===== config.mk =====
export PLATFORM = sky130hd
export DESIGN_NAME = coel_comparator
export DESIGN_NICKNAME = d
export VERILOG_FILES = /design/src/coel_pkg.sv /design/src/coel_filter.sv /design/src/coel_comparator.sv
export VERILOG_INCLUDE_DIRS = /design/src /design/src/src
export SDC_FILE = /design/constraint.sdc
export NUM_CORES = 1
export LEC_CHECK = 0
export ABC_AREA = 1
export BUFFER_PORTS_ARGS = -buffer_cell sky130_fd_sc_hd__buf_2
export CAP_MARGIN = 20
export CORE_ASPECT_RATIO = 1.75
export CORE_MARGIN = 2
export CORE_UTILIZATION = 40
export CTS_BUF_LIST = sky130_fd_sc_hd__clkbuf_8
export DETAILED_ROUTE_END_ITERATION = 16
export GPL_ROUTABILITY_DRIVEN = 0
export PLACE_DENSITY = 0.71
export RECOVER_POWER = 25
export SLEW_MARGIN = 10
export SYNTH_ARGS = -nofsm -noshare
export SYNTH_HDL_FRONTEND = slang
export SYNTH_SLANG_ARGS = --single-unit

===== constraint.sdc =====
create_clock -name ref_clk -period 6.45 [get_ports ref_clk]
set_input_delay 0.645 -clock ref_clk [delete_from_list [all_inputs] [get_ports ref_clk]]
set_output_delay 0.645 -clock ref_clk [all_outputs]
set_load 0.01 [all_outputs]

===== src/coel_consts.svh =====
// Offsets, field positions and reset values of the comparator event block.
// Assumes inclusion by bare name from the package and the design files.
`ifndef COEL_CONSTS_SVH
`define COEL_CONSTS_SVH

// Register byte offsets on APB
`define COEL_OFF_CTRL     12'h000
`define COEL_OFF_MSKSRC   12'h004
`define COEL_OFF_MSKGATE  12'h008
`define COEL_OFF_FILT     12'h00c
`define COEL_OFF_STATUS   12'h010
`define COEL_OFF_IRQ      12'h014
`define COEL_OFF_MODE     12'h018

// Control register fields
`define COEL_CTRL_EN      15
`define COEL_CTRL_AMP     10
`define COEL_CTRL_INV     13
`define COEL_CTRL_EVT     9
`define COEL_CTRL_RES     8
`define COEL_CTRL_REF     4
`define COEL_CTRL_EDGE_LO 6
`define COEL_CTRL_CH_LO   0

// Mask gating fields
`define COEL_GATE_POL     15
`define COEL_GATE_FEN     3

// Filter register fields
`define COEL_FILT_DIV_LO  0
`define COEL_FILT_SRC_LO  4

// Status register fields
`define COEL_STAT_IDLE    15

// Reset value and filter run length
`define COEL_RST_WORD     32'h0000_0000
`define COEL_FILT_RUN     3

`endif


===== src/coel_pkg.sv =====
// Types shared by the comparator event block.
// Assumes the constants header sits beside it.
`include "coel_consts.svh"
package coel_pkg;
  typedef enum logic [1:0] {
    COEL_EDGE_NONE,
    COEL_EDGE_RISE,
    COEL_EDGE_FALL,
    COEL_EDGE_BOTH
  } coel_edge_t;
  typedef enum {
    COEL_ARMED,
    COEL_HELD,
    COEL_REARM
  } coel_arm_t;
endpackage


===== src/coel_filter.sv =====
// Three-sample digital filter for one conditioned comparator result.
// Assumes samp_pulse is a one-cycle strobe in the ref_clk domain.
`timescale 1ns/100ps
`default_nettype none
`include "coel_consts.svh"
module coel_filter #(
  parameter int RUN = `COEL_FILT_RUN
) (
  input  wire logic ref_clk,
  input  wire logic rst_b,
  input  wire logic samp_pulse,
  input  wire logic din,
  output logic      dout
);
  logic [RUN-1:0] hist_r;
  logic [RUN-1:0] hist_nxt;
  logic           out_r;
  logic           out_nxt;

  // Shift in samples; change only after RUN equal ones
  always_comb begin
    hist_nxt = hist_r;
    out_nxt  = out_r;
    if (samp_pulse) begin
      hist_nxt = {hist_r[RUN-2:0], din};
      if (&hist_nxt) out_nxt = 1'b1;
      else if (~|hist_nxt) out_nxt = 1'b0;
    end
  end

  always_ff @(posedge ref_clk or negedge rst_b) begin
    if (!rst_b) begin
      hist_r <= '0;
      out_r  <= 1'b0;
    end else begin
      hist_r <= hist_nxt;
      out_r  <= out_nxt;
    end
  end

  assign dout = out_r;
endmodule // coel_filter
`default_nettype wire


===== src/coel_comparator.sv =====
// Comparator output conditioning, event and interrupt logic with APB regs.
// Assumes comp_raw and mask/filter sources are synchronous to ref_clk.
//
// Operation
// - Enable bit 15 gates every trigger and interrupt of the comparator.
// - Three mask inputs, each picked by its own 4-bit source field.
// - Selected masks form a blanking signal through an AND-OR network.
// - Blanking is inactive after reset.
// - Mask polarity bit 15 chooses whether high or low is held off.
// - Filter output changes only after three equal consecutive samples.
// - Filter enable bit 3 puts the filter in the event, irq and register-read path, else bypassed; comparator_result stays unfiltered.
// - Filter clock source bits 6:4 and divider bits 2:0.
// - Filter is bypassed after reset.
// - Polarity bit 13 inverts the comparator result.
// - Enable and polarity may be written together; disabled blocks events.
// - Event edge field selects which edge fires trigger and event bit.
// - Control bit 4 selects the reference input source.
// - Control bits 1:0 select the channel input source.
// - Event sets latched bit 9 and blocks further events until cleared.
// - After clearing, one extra cycle passes before rearm.
// - Result and event bits mirror read-only in the status register.
// - Irq flag sets when result differs from its last read value.
// - Irq flag and event bit stay set; writing one simulates an event.
// - Amplifier mode suppresses comparator interrupts.
// - Comparator keeps running in sleep and its interrupt wakes device.
// - In idle, idle stop bit 15 withholds comparator interrupts.
// - Reset clears the control register and disables the comparator.
`timescale 1ns/100ps
`default_nettype none
`include "coel_consts.svh"
module coel_comparator
  import coel_pkg::*;
#(
  parameter int NSRC = 16
) (
  input  wire logic            ref_clk,
  input  wire logic            rst_b,
  input  wire logic            psel,
  input  wire logic            penable,
  input  wire logic            pwrite,
  input  wire logic [11:0]     paddr,
  input  wire logic [31:0]     pwdata,
  output logic      [31:0]     prdata,
  output logic                 pready,
  output logic                 pslverr,
  input  wire logic            comp_raw,
  input  wire logic [NSRC-1:0] mask_srcs,
  input  wire logic [7:0]      filt_clk_srcs,
  input  wire logic            idle_mode,
  output logic                 comp_trigger,
  output logic                 comparator_irq_flag,
  output logic                 irq_wake,
  output logic                 comparator_result,
  output logic                 reference_input_select,
  output logic      [1:0]      channel_input_select,
  output logic                 amplifier_mode
);
  // ------------------------------------------------------------
  // Register state
  // ------------------------------------------------------------
  logic [15:0] ctrl_r, ctrl_nxt;
  logic [15:0] msrc_r, msrc_nxt;
  logic [15:0] gate_r, gate_nxt;
  logic [15:0] filt_r, filt_nxt;
  logic        idle_stop_r, idle_stop_nxt;
  logic        irq_r, irq_nxt;
  logic        evt_r, evt_nxt;
  logic        lastrd_r, lastrd_nxt;
  logic [31:0] rdata_r, rdata_nxt;
  logic        rdy_r, rdy_nxt;
  logic        err_r, err_nxt;
  logic        trig_r, trig_nxt;
  logic        wake_r, wake_nxt;
  coel_arm_t   arm_r, arm_nxt;

  // Conditioning pipeline state
  logic        sync_a_r, sync_b_r;
  logic        pol_r, pol_nxt;
  logic        blank_r, blank_nxt;
  logic        cond_r, cond_nxt;
  logic        prev_r;
  logic [7:0]  div_r, div_nxt;
  logic        fclk_d_r;
  logic        samp_r, samp_nxt;
  logic        filt_out;

  // Field views
  logic        en, inv, fen, mpol, evt_clr, evt_set;
  logic [2:0]  fdiv, fsrc;
  coel_edge_t  edge_sel;
  logic [3:0]  sa, sb, sc;
  logic        ma, mb, mc, wr, rd, acc;
  logic        rise, fall, hit, irq_ok;

  assign en       = ctrl_r[`COEL_CTRL_EN];
  assign inv      = ctrl_r[`COEL_CTRL_INV];
  assign edge_sel = coel_edge_t'(ctrl_r[`COEL_CTRL_EDGE_LO +: 2]);
  assign fen      = gate_r[`COEL_GATE_FEN];
  assign mpol     = gate_r[`COEL_GATE_POL];
  assign fdiv     = filt_r[`COEL_FILT_DIV_LO +: 3];
  assign fsrc     = filt_r[`COEL_FILT_SRC_LO +: 3];
  assign sa       = msrc_r[3:0];
  assign sb       = msrc_r[7:4];
  assign sc       = msrc_r[11:8];
  assign ma       = mask_srcs[sa];
  assign mb       = mask_srcs[sb];
  assign mc       = mask_srcs[sc];
  assign acc      = psel && penable;
  // Writes commit at the edge where pready is seen high; reads are
  // captured one edge earlier so prdata stands beside pready
  assign wr       = acc && pwrite && rdy_r;
  assign rd       = acc && !pwrite && !rdy_r;

  // ------------------------------------------------------------
  // Result conditioning
  // ------------------------------------------------------------
  // Input synchroniser
  always_ff @(posedge ref_clk or negedge rst_b) begin
    if (!rst_b) begin
      sync_a_r <= 1'b0;
      sync_b_r <= 1'b0;
    end else begin
      sync_a_r <= comp_raw;
      sync_b_r <= sync_a_r;
    end
  end

  // Polarity, blanking and filter clock divider
  always_comb begin
    pol_nxt = sync_b_r ^ inv;
    // AND-OR network: enables in gate bits 2:0 OR, bits 6:4 AND terms
    blank_nxt = (gate_r[0] & ma) | (gate_r[1] & mb) | (gate_r[2] & mc)
              | (gate_r[4] & gate_r[5] & ma & mb)
              | (gate_r[6] & mc & (ma | mb));
    div_nxt  = div_r + 8'h01;
    samp_nxt = 1'b0;
    // Divided clock source picks an edge of the selected source
    if (filt_clk_srcs[fsrc] && !fclk_d_r) begin
      if (div_r >= ((8'h01 << fdiv) - 8'h01)) begin
        div_nxt  = 8'h00;
        samp_nxt = 1'b1;
      end
    end else begin
      div_nxt = div_r;
    end
  end

  coel_filter #(
    .RUN (`COEL_FILT_RUN)
  ) u_filter (
    .ref_clk    (ref_clk),
    .rst_b      (rst_b),
    .samp_pulse (samp_r),
    .din        (cond_nxt),
    .dout       (filt_out)
  );

  // Blanked value holds the deasserted level chosen by mask polarity
  logic blanked;
  assign blanked = blank_r ? mpol : pol_r;

  always_comb begin
    cond_nxt = blanked;
  end

  logic final_out;
  assign final_out = fen ? filt_out : cond_r;

  always_ff @(posedge ref_clk or negedge rst_b) begin
    if (!rst_b) begin
      pol_r    <= 1'b0;
      blank_r  <= 1'b0;
      cond_r   <= 1'b0;
      prev_r   <= 1'b0;
      div_r    <= 8'h00;
      fclk_d_r <= 1'b0;
      samp_r   <= 1'b0;
    end else begin
      pol_r    <= pol_nxt;
      blank_r  <= blank_nxt;
      cond_r   <= cond_nxt;
      prev_r   <= final_out;
      div_r    <= div_nxt;
      fclk_d_r <= filt_clk_srcs[fsrc];
      samp_r   <= samp_nxt;
    end
  end

  // ------------------------------------------------------------
  // Event detection and registers
  // ------------------------------------------------------------
  assign rise = final_out && !prev_r;
  assign fall = !final_out && prev_r;
  // Edge code decode
  always_comb begin
    case (edge_sel)
      COEL_EDGE_RISE: hit = rise;
      COEL_EDGE_FALL: hit = fall;
      COEL_EDGE_BOTH: hit = rise || fall;
      default:        hit = 1'b0;
    endcase
  end

  assign irq_ok = !ctrl_r[`COEL_CTRL_AMP]
               && !(idle_mode && idle_stop_r);
  assign evt_clr = wr && paddr == `COEL_OFF_CTRL
                && !pwdata[`COEL_CTRL_EVT];
  assign evt_set = wr && paddr == `COEL_OFF_CTRL
                && pwdata[`COEL_CTRL_EVT];

  // Register writes, event latch, rearm and bus answer
  always_comb begin
    ctrl_nxt      = ctrl_r;
    msrc_nxt      = msrc_r;
    gate_nxt      = gate_r;
    filt_nxt      = filt_r;
    idle_stop_nxt = idle_stop_r;
    irq_nxt       = irq_r;
    evt_nxt       = evt_r;
    lastrd_nxt    = lastrd_r;
    arm_nxt       = arm_r;
    trig_nxt      = 1'b0;
    rdy_nxt       = acc && !rdy_r;
    err_nxt       = 1'b0;
    rdata_nxt     = rdata_r;
    if (wr) begin
      case (paddr)
        `COEL_OFF_CTRL:    ctrl_nxt = pwdata[15:0];
        `COEL_OFF_MSKSRC:  msrc_nxt = pwdata[15:0];
        `COEL_OFF_MSKGATE: gate_nxt = pwdata[15:0];
        `COEL_OFF_FILT:    filt_nxt = pwdata[15:0];
        `COEL_OFF_STATUS:  idle_stop_nxt = pwdata[`COEL_STAT_IDLE];
        `COEL_OFF_IRQ:     irq_nxt = pwdata[0];
        `COEL_OFF_MODE:    ;
        default:           ;
      endcase
    end
    // Unmapped offsets answer with an error beside pready
    if (acc && !rdy_r) begin
      case (paddr)
        `COEL_OFF_CTRL, `COEL_OFF_MSKSRC, `COEL_OFF_MSKGATE,
        `COEL_OFF_FILT, `COEL_OFF_STATUS, `COEL_OFF_IRQ,
        `COEL_OFF_MODE: err_nxt = 1'b0;
        default:        err_nxt = 1'b1;
      endcase
    end
    // Arm sequencer
    case (arm_r)
      COEL_ARMED: begin
        if (en && hit) begin
          evt_nxt  = 1'b1;
          trig_nxt = 1'b1;
          arm_nxt  = COEL_HELD;
        end
      end
      COEL_HELD: begin
        if (evt_clr) arm_nxt = COEL_REARM;
      end
      COEL_REARM: arm_nxt = COEL_ARMED;
      default:    arm_nxt = COEL_ARMED;
    endcase
    if (evt_set) begin
      evt_nxt = 1'b1;
      arm_nxt = COEL_HELD;
    end else if (evt_clr && !(arm_r == COEL_ARMED && en && hit)) begin
      evt_nxt = 1'b0;
    end
    // Result change against last read value; set wins over clear
    if (en && irq_ok && (final_out != lastrd_r)) irq_nxt = 1'b1;
    if (rd) begin
      case (paddr)
        `COEL_OFF_CTRL: begin
          rdata_nxt  = {16'h0000, ctrl_r[15:10], evt_r, final_out,
                        ctrl_r[7:0]};
          lastrd_nxt = final_out;
        end
        `COEL_OFF_MSKSRC:  rdata_nxt = {16'h0000, msrc_r};
        `COEL_OFF_MSKGATE: rdata_nxt = {16'h0000, gate_r};
        `COEL_OFF_FILT:    rdata_nxt = {16'h0000, filt_r};
        `COEL_OFF_STATUS:  rdata_nxt = {16'h0000, idle_stop_r, 5'h00,
                                        evt_r, 8'h00, final_out};
        `COEL_OFF_IRQ:     rdata_nxt = {31'h0, irq_r};
        `COEL_OFF_MODE:    rdata_nxt = {30'h0, idle_mode, en};
        default: begin
          rdata_nxt = `COEL_RST_WORD;
          err_nxt   = 1'b1;
        end
      endcase
    end
    // Enabled interrupt also raises wake request in sleep
    wake_nxt = irq_nxt && en && irq_ok;
  end

  always_ff @(posedge ref_clk or negedge rst_b) begin
    if (!rst_b) begin
      ctrl_r      <= 16'h0000;
      msrc_r      <= 16'h0000;
      gate_r      <= 16'h0000;
      filt_r      <= 16'h0000;
      idle_stop_r <= 1'b0;
      irq_r       <= 1'b0;
      evt_r       <= 1'b0;
      lastrd_r    <= 1'b0;
      arm_r       <= COEL_ARMED;
      trig_r      <= 1'b0;
      wake_r      <= 1'b0;
      rdy_r       <= 1'b0;
      err_r       <= 1'b0;
      rdata_r     <= `COEL_RST_WORD;
    end else begin
      ctrl_r      <= ctrl_nxt;
      msrc_r      <= msrc_nxt;
      gate_r      <= gate_nxt;
      filt_r      <= filt_nxt;
      idle_stop_r <= idle_stop_nxt;
      irq_r       <= irq_nxt;
      evt_r       <= evt_nxt;
      lastrd_r    <= lastrd_nxt;
      arm_r       <= arm_nxt;
      trig_r      <= trig_nxt;
      wake_r      <= wake_nxt;
      rdy_r       <= rdy_nxt;
      err_r       <= err_nxt;
      rdata_r     <= rdata_nxt;
    end
  end

  // ------------------------------------------------------------
  // Outputs
  // ------------------------------------------------------------
  assign prdata                 = rdata_r;
  assign pready                 = rdy_r;
  assign pslverr                = err_r;
  assign comp_trigger           = trig_r;
  assign comparator_irq_flag    = irq_r;
  assign irq_wake               = wake_r;
  assign comparator_result      = cond_r;
  assign reference_input_select = ctrl_r[`COEL_CTRL_REF];
  assign channel_input_select   = ctrl_r[`COEL_CTRL_CH_LO +: 2];
  assign amplifier_mode         = ctrl_r[`COEL_CTRL_AMP];
endmodule // coel_comparator
`default_nettype wire


Yosys cells after proc, flatten, opt, wreduce, memory -nomap -nowiden. Index checks and enable logic that the tools add are counted.

Register bits after elaboration: 155. Output and inout bits: 42. Input bits: 75. Logic and storage cells: 144.

$add $sub $neg: 2. Reductions and logical operators: 49. Order comparisons: 5. Bitwise gates (word level): 14. Shifts and indexed selects: 1. Muxes and demuxes: 34. Equal/unequal tests: 14.

Operators by type and width (number): 16-bit one-hot mux with 7 select lines (1); 32-bit 2-to-1 mux (3); 32-bit logical NOT (2); 32-bit one-hot mux with 2 select lines (1); 12-bit by 5-bit equality test with 1-bit output, second input constant (3); 32-bit by 1-bit equality test with 1-bit output, second input constant (1); 12-bit by 4-bit equality test with 1-bit output, second input constant (2); 1-bit 2-to-1 mux (23); 1-bit logical AND (22); 2-bit AND reduction (9); 4-bit by 5-bit less-than comparator with 1-bit output, second input constant (3); 1-bit binary-select mux with 4-bit select (3); 12-bit by 3-bit equality test with 1-bit output, second input constant (1); 12-bit logical NOT (1); 1-bit logical NOT (9); 8-bit by 1-bit adder with 8-bit output, second input constant (1); 1-bit bitwise AND (8); 8-bit >= comparator (1); 8-bit 2-to-1 mux (1); 1-bit by 3-bit left shift with 8-bit output, first input constant (1); 8-bit by 1-bit subtractor with 8-bit output, second input constant (1); 7-bit OR reduction (1); 3-bit inequality test, second input constant (2); 3-bit nonzero test (2); other kinds (12) (17).

Logic depth before layout (Yosys ltp). Gate-level depths: netlist (run 1).

Word-level depth: 10. Gate-level depth with buffers: 16. Mapped depth without buffers: 16.

By module. Synthesis (run 1) repeated with hierarchy kept, for this count alone.

Cells, all modules: 793. Area, all modules: 6132.1 um^2.

By module, submodules not included: coel_comparator (cells an instance 777, sequential area each 2602.5 um^2, area an instance 6000.8 um^2, instances 1); coel_filter (cells an instance 16, sequential area each 75.1 um^2, area an instance 131.4 um^2, instances 1).

Worst setup path before layout (run 1). Ideal clock, no wire load.

Path kind: register -> register. Start point: reg filt_r[1]. End point: reg div_r[0]. Stages on the path, launching flop included: 15. Clock period less this slack: 2.193 ns. Required time: 6.385 ns. Arrival: 2.128 ns. Buffers on the path: 0. Setup slack: 4.257 ns. Library setup time: 0.065 ns. Cell sequence: dfrtp_1 > nor2_1 > nand2_1 > ha_1 > o21ai_0 > o21ai_0 > o21ai_0 > ha_1 > nand2_1 > nor2_1 > a211oi_2 > nand3_1 > nor2_1 > nand2_1 > nand2_1.

Cells in the longest elaborated chain, start to end: 4.

Ends and longest elaborated chain: start, declared (line coel_comparator.sv:64) `logic [15:0] filt_r, filt_nxt;`; start signal, assigned (line coel_comparator.sv:314) `filt_r <= filt_nxt;`; 1-bit by 3-bit left shift with 8-bit output (line coel_comparator.sv:139) `if (div_r >= ((8'h01 << fdiv) - 8'h01)) begin`; 8-bit by 1-bit subtractor with 8-bit output (line coel_comparator.sv:139); 8-bit >= comparator (line coel_comparator.sv:139); 8-bit 2-to-1 mux (line coel_comparator.sv:139); end signal, assigned (line coel_comparator.sv:183) `div_r <= div_nxt;`; end, declared (line coel_comparator.sv:82) `logic [7:0] div_r, div_nxt;`.

No other way between the ends. A chain may end at the register's enable or synchronous reset.

Final worst setup path (run 1).
Start point: reg rdy_r, in the netlist pready. End point: reg arm_r[0].

Cells in the longest elaborated chain, start to end: 5. Elaborated cells on any way between the ends: 8. Those cells by class: 2 x eq/ne; 1 x mux; 5 x reduce/logical.

Ends and longest elaborated chain: start, declared (line coel_comparator.sv:70) `logic rdy_r, rdy_nxt;`; start signal, assigned (line coel_comparator.sv:322) `rdy_r <= rdy_nxt;`; 1-bit logical AND (*) (line coel_comparator.sv:111) `assign wr = acc && pwrite && rdy_r;`; 1-bit logical AND (no source line) (*); 1-bit logical AND (on tied branches) (line coel_comparator.sv:208, coel_comparator.sv:206); 3-bit inequality test (no source line); 2-bit AND reduction (no source line); end signal, assigned (line coel_comparator.sv:319) `arm_r <= arm_nxt;`; end, declared (line coel_comparator.sv:74) `coel_arm_t arm_r, arm_nxt;`.

Mark *: on every way between the ends. The rest lies on a longest branch, timed or not.

==> impl_metrics.csv, run 1 <==
group,metric,value,unit
yosys,synth-async-reset-ratio,1.000,
yosys,ys_seq_elements,107,
global_routing,grt_max_degree,75,
yosys,synth_warnings,0,
sta,max_freq,340.2,MHz
place,port_buffers,84,
drt,vias,5240,
critical_path,start_kind,"register",
yosys,synthCells,789,
cts,cts_resized,0,
cts,clock_latency,380,ps
drt,firstDrtPassIters,8,
yosys,synth_top_area_share,0.4432,
yosys,ys_seq_area_frac,0.4432,
critical_path,cp.required,6730,ps
layout,layout-drive-gt1-share,0.1467,
sta,hold_violations,0,
floorplan,die_h,166.6,um
drt,routed_wl,14570,um
power,leakage,3.428,nW
sta,maxSlewHeadroom,-0.2445,
sta,maxSlewViolCount,35,
layout,nets,948,
cts,numClockSinks,107,
yosys,syn_area,0.006042,sq mm
yosys,yosys.area.top_type,"dfrtp_1",
floorplan,ioPinCount,117,
cts,cts_setup_buffers,0,
sta,rsz0062_at_grt,"no",
layout,multi_input_area,0.002731,sq mm
yosys,synth_edf_count,0,
drt,drtIter0Drc,390,
drt,wl_per_cell,13.89,um
cts,clock_path_buffers,2,
critical_path,path_max_fanout,24,
floorplan,fp.dieW,96.91,um
job,max_cap_viol_count,1,
drt,ant_nets,0,
sta,tightest_slew,1867,ps
critical_path,cp.arrival,3220,ps
yosys,yosysMostFrequentCell,"nand2_1",
floorplan,coreArea,0.01484,sq mm
global_routing,grt.total_usage,0.1799,
sta,fin_crit_sh,0.4557,
place,placed_area,0.006447,sq mm
layout,final_area,0.006615,sq mm
sta,period_needed,2939,ps
global_routing,grt_pass1_wl,23630,um
cts,cts-root-buf,"clkbuf_8",
yosys,yosysUniqueCellTypes,42,
sta,setup_viol,0,
layout,synthToLayoutAreaGrowth,9.484,%
run_status,violations,"capacitance limit, slew limit",
cts,cts_tree,"yes",
global_routing,gr-total-overflow,0,
floorplan,start_util,0.4072,
yosys,synth.avg_cell_area,7.658,sq um
place,dp.final_hpwl,11000,um
yosys,synth-main-ff-cell,"dfrtp_1",
power,irDropWorstVdd,96.30,uV
yosys,synth_common_cells,"nand2_1 (273), dfrtp_1 (107), inv_1 (91)",
drt,vias_per_cell,4.995,
critical_path,crit_type,"reg -> reg",
cts,cts_hold_buf,0,
floorplan,die-area,0.01614,sq mm
cts,numCtsBuffers,9,
layout,n_antenna_cell,0,
hold_path,hp-class,"reg -> reg",
layout,seq_area,0.002678,sq mm
sta,finClkSkew,15.27,ps
run_status,status,"finished, violations left",
global_routing,grt_pass1_vias,4923,
global_routing,antenna_found_initial,0,
power,powerDensity,194.1,mW/mm^2
cts,ctsHtreeMaxLevel,3,
yosys,synth_area_leaders,"dfrtp_1 (44%), nand2_1 (17%), nand3_1 (6.3%), inv_1 (5.7%), o21ai_0 (3.6%)",
critical_path,endpoint_kind,"register",
drt,drc,0,
floorplan,rows,59,
layout,nFillCells,1520,
cts,clk_pin_slew,110,ps
sta,fin_setup_tns,0,ps
critical path, cell delays in order, from the launching register on:
cell,delay [ps]
dfrtp_1,380
inv_1,40
nor3_1,760
clkinv_1,280
nor2_1,570
inv_2,390
nand2_1,160
nand2_1,90
o22ai_1,130
inv_1,50
power breakdown:
part | total, W | switching [W] | internal (W)
Sequential | 0.000716 | 0.0000192 | 0.000696
Combinational | 0.000156 | 0.000104 | 0.0000527
Clock | 0.000412 | 0.000259 | 0.000153
Total | 0.00128 | 0.000382 | 0.000902
per-stage QoR:
| stage | worst slack, ps | utilization | hold WS (ps) | cells | total power (W) |
|---|---|---|---|---|---|
| floorplan | 4257 | - | 331.2 | 804 | 0.0008318 |
| global placement | 3334 | 0.4345 | 336.8 | 1032 | 0.0008827 |
| detailed placement | 3225 | 0.4345 | 336.2 | 1032 | 0.0008886 |
| CTS | 3646 | 0.4475 | 200.5 | 1048 | 0.001293 |
| global route | 3277 | 0.4458 | 355.7 | 1049 | 0.001347 |
| finish | 3511 | 0.4458 | 357.4 | 1049 | 0.001284 |
final timing paths:
path,from,slack [ps],to,cells after the start
max,pready,3510,arm_r[0],9
min,sync_a_r,360,sync_b_r,0
max reg2reg,pready,3510,arm_r[0],9
min reg2reg,sync_a_r,360,sync_b_r,0
max in group asynchronous,rst_b,3910,msrc_r[9],2
min in group asynchronous,rst_b,750,comp_trigger,1
final cells by class:
class | instances | share of cell area
clock buffer | 9 | 0.01873
clock inverter | 7 | 0.01040
inverter | 96 | 0.05447
multi-input combinational | 561 | 0.4129
sequential | 107 | 0.4048
tap | 183 | 0.03461
timing repair buffer | 86 | 0.06412
layer usage:
metal	wire, um	track usage	up-vias	part of all wire
li1	-	-	2636	-
met5	0	0	-	0
met4	651	0.08941	0	0.045
met3	607	0.02308	38	0.042
met1	5885	0.2084	2409	0.40
met2	7423	0.3234	157	0.51
layout by cell type, fill, tap and decap left out, types with 5 or more instances in the layout:
| master | synthesis | routed |
|---|---|---|
| clkbuf_8 | 0 | 9 |
| nand2_1 | 273 | 273 |
| o21ai_2 | 22 | 22 |
| dfrtp_1 | 107 | 107 |
| xor2_1 | 5 | 5 |
| inv_1 | 91 | 91 |
| nand4_1 | 16 | 16 |
| clkbuf_1 | 5 | 15 |
| nor2_2 | 5 | 5 |
| ha_1 | 12 | 12 |
| conb_1 | 2 | 17 |
| o21ai_0 | 43 | 43 |
| o21ai_1 | 23 | 23 |
| nor2_1 | 32 | 33 |
| nor3_1 | 4 | 5 |
| nand3_1 | 76 | 76 |
| buf_2 | 5 | 69 |
kinds of logic after synthesis:
family	Yosys count	synth area share
and+or+nand+nor	421	0.3036
buffers and inverters	136	0.1110
DFF	107	0.4432
AOI/OAI and AO/OA	103	0.1046
adders and majority gates	12	0.02485
xor gates and xnor gates	8	0.01160
other	2	0.001243
state kept, by name, summed over array words and instances (netlist names), 2 cells and up:
signal and flops:
filt_r 16, ctrl_r 14, msrc_r 16, gate_r 16
arm_r 2, div_r 8, prdata 16, u_filter.hist_r 2
(Power assumes the default switching activity.)
==> run 2, diff against run 1 <==
Clock period 6.45 ns to 2.9 ns, I/O delays scaled along.
==> run 2 against run 1 <==
  * Highest routed layer unchanged
  * Sequential share of layout area shrank 0.67 points
  * Clock power up 120%
  * Flip-flop and latch count stayed put
  * Largest power group unchanged
  * Register-to-register slack got worse by 3200 ps
  * Maximum frequency rose by 14%
  * Die area did not move
  * Count of clock-buffer cells in the layout is the same
  * Non-clock buffer count increased by 10
  * Critical endpoint is now div_r[0]
  * Sequential power grew 120%
  * The run now ends clean
==> impl_metrics.csv, run 2 (same netlist as run 1, synthesis figures left out) <==
group,metric,value,unit
floorplan,fp.dieW,96.91,um
floorplan,die_h,166.6,um
critical_path,crit_path_max_incr_delay,400,ps
sta,maxSlewViolCount,0,
critical_path,crit_type,"reg -> reg",
floorplan,rows,59,
critical_path,crit_top_cell,"nand2_1",
power,powerDensity,426.3,mW/mm^2
global_routing,grt_max_degree,61,
hold_path,min_path_cells,1,
hold_path,min_from,"comp_raw",
power,intPower,0.002076,W
layout,finalNonFillerCells,1059,
place,preCtsSetupSlack,363.3,ps
critical_path,reg2reg_depth,14,
sta,rsz0062_at_grt,"no",
power,p_sw,0.0007918,W
critical_path,critPathBufInv,1,
sta,fin_ws,321.5,ps
job,max_cap_viol_count,0,
sta,fin_crit_sh,0.8891,
critical_path,cp.required,3160,ps
global_routing,grt_pass1_wl,24150,um
floorplan,ioPinCount,117,
sta,maxSlewHeadroom,0.01345,
floorplan,coreArea,0.01484,sq mm
layout,layout_common_cells,"nand2_1 (273), dfrtp_1 (107), inv_1 (91), buf_2 (83), nand3_1 (76)",
global_routing,grt_pass1_vias,5036,
layout,synthToLayoutAreaGrowth,11.33,%
cts,numCtsBuffers,9,
sta,fin_setup_tns,0,ps
place,dp.final_hpwl,11210,um
place,port_buffers,84,
critical_path,endpoint_kind,"register",
sta,max_freq,387.8,MHz
run_status,status,"completed",
layout,nets,958,
critical_path,r2r_end,"div_r[0]",
drt,vias,5187,
cts,cts_resized,0,
layout,nFillCells,1477,
critical_path,start_kind,"register",
power,irDropWorstVdd,208.9,uV
drt,wl_per_cell,13.78,um
hold_path,hp-class,"in -> reg",
layout,seq_area,0.002678,sq mm
drt,drc,0,
cts,ctsHtreeMaxLevel,3,
power,clkPwrFrac,0.322,
sta,setup_viol,0,
drt,drtIter0Drc,365,
cts,cts_setup_buffers,0,
global_routing,antenna_found_initial,0,
critical_path,path_max_fanout,8,
sta,period_needed,2578,ps
cts,cts-root-buf,"clkbuf_8",
critical_path,cp.arrival,2840,ps
cts,cts_hold_buf,0,
drt,ant_nets,0,
drt,vias_per_cell,4.898,
layout,final_common_cell,"nand2_1",
critical_path,critPathTopFamily,"simple AND/OR/NAND/NOR gates",
drt,routed_wl,14590,um
cts,clock_latency,370,ps
cts,clk_pin_slew,90,ps
floorplan,start_util,0.4072,
layout,n_antenna_cell,0,
global_routing,grt.total_usage,0.1844,
power,switching_share,0.2761,
critical_path,path_cells,"clkinv_1, nand2_1, ha_1, o21ai_0, o21ai_0, o21ai_0, ha_1, nand2_1, nor2_1, nand4_1, nand3_1, nor2_1, nand2_1, nand2_1",
power,combinationalPowerShare,0.123,
critical_path,cpMaxStageDelayCell,"dfrtp_1",
sta,hold_violations,0,
critical_path,timing.rr.start,"filt_r[2]",
place,dp_cells,1043,
power,seqPwrFrac,0.556,
layout,layout-drive-gt1-share,0.1769,
hold_path,hold_path_end,"sync_a_r",
global_routing,gr-total-overflow,0,
sta,tightest_slew,1480,ps
critical_path,rrSetupSlack,320,ps
drt,firstDrtPassIters,4,
power,leakage,3.536,nW
sta,finClkSkew,11.99,ps
floorplan,die-area,0.01614,sq mm
cts,cts_tree,"yes",
layout,multi_input_area,0.002750,sq mm
cts,clock_path_buffers,2,
cts,numClockSinks,107,
## run 2: cell types whose count changed in the layout (fill, tap and decap cells not counted), sizes merged
cell | before | now
inv | 97 | 95
buf | 71 | 95
clkinvlp | 2 | 3
clkbuf | 24 | 10
bufinv | 0 | 1
## run 2: layer usage
layer | part of all wire | routed length [um] | vias to the layer above | GRT usage
met5 | 0 | 0 | - | 0
met4 | 0.038 | 548 | 0 | 0.08451
met3 | 0.040 | 579 | 35 | 0.02140
met2 | 0.52 | 7619 | 132 | 0.3327
met1 | 0.40 | 5842 | 2363 | 0.2169
li1 | - | - | 2657 | -
## run 2: area by class of cell
type | instances | area share
multi-input cells | 561 | 0.4089
clock buffers | 9 | 0.01842
inverters | 96 | 0.05357
repair buffers | 96 | 0.07589
flip-flops and latches | 107 | 0.3981
well taps | 183 | 0.03404
clock inverters | 7 | 0.01116
## run 2: stage by stage
step | util | area (sq um) | hold slack (ps) | power (W)
2_1_floorplan | - | 6098 | -5.591 | 0.001850
3_3_place_gp | 0.4401 | 6530 | 335.0 | 0.001968
3_5_place_dp | 0.4401 | 6530 | 341.3 | 0.001979
4_1_cts | 0.4535 | 6729 | 10.60 | 0.002894
5_1_grt | 0.4533 | 6726 | 9.852 | 0.003012
6_report | 0.4533 | 6726 | 30.15 | 0.002867
## run 2: worst register-to-register path: stages, from the launching register on
cell and delay [ps]:
dfrtp_1 400, clkinv_1 210, nand2_1 160, ha_1 200
o21ai_0 120, o21ai_0 90, o21ai_0 120, ha_1 290
nand2_1 60, nor2_1 170, nand4_1 240, nand3_1 230
nor2_1 80, nand2_1 70, nand2_1 40
## run 2: worst max path at each step
stage / cells after the start / from / slack, ps / to
detailed placement: 14 / filt_r[2] / 360 / div_r[0]
CTS: 14 / filt_r[2] / 340 / div_r[0]
global route: 14 / filt_r[2] / 80 / div_r[0]
floorplan: 14 / filt_r[1] / 710 / div_r[1]
finish: 14 / filt_r[2] / 320 / div_r[0]
global placement: 14 / filt_r[2] / 450 / div_r[1]
## run 2: power groups by stage
stage | logic (W) | clock network (W) | registers (W)
final | 0.000351 | 0.000922 | 0.00159
after global routing | 0.000409 | 0.00100 | 0.00160
after CTS | 0.000358 | 0.000943 | 0.00159
after detailed placement | 0.000357 | 0 | 0.00162
after global placement | 0.000349 | 0 | 0.00162
after floorplan | 0.000236 | 0 | 0.00161
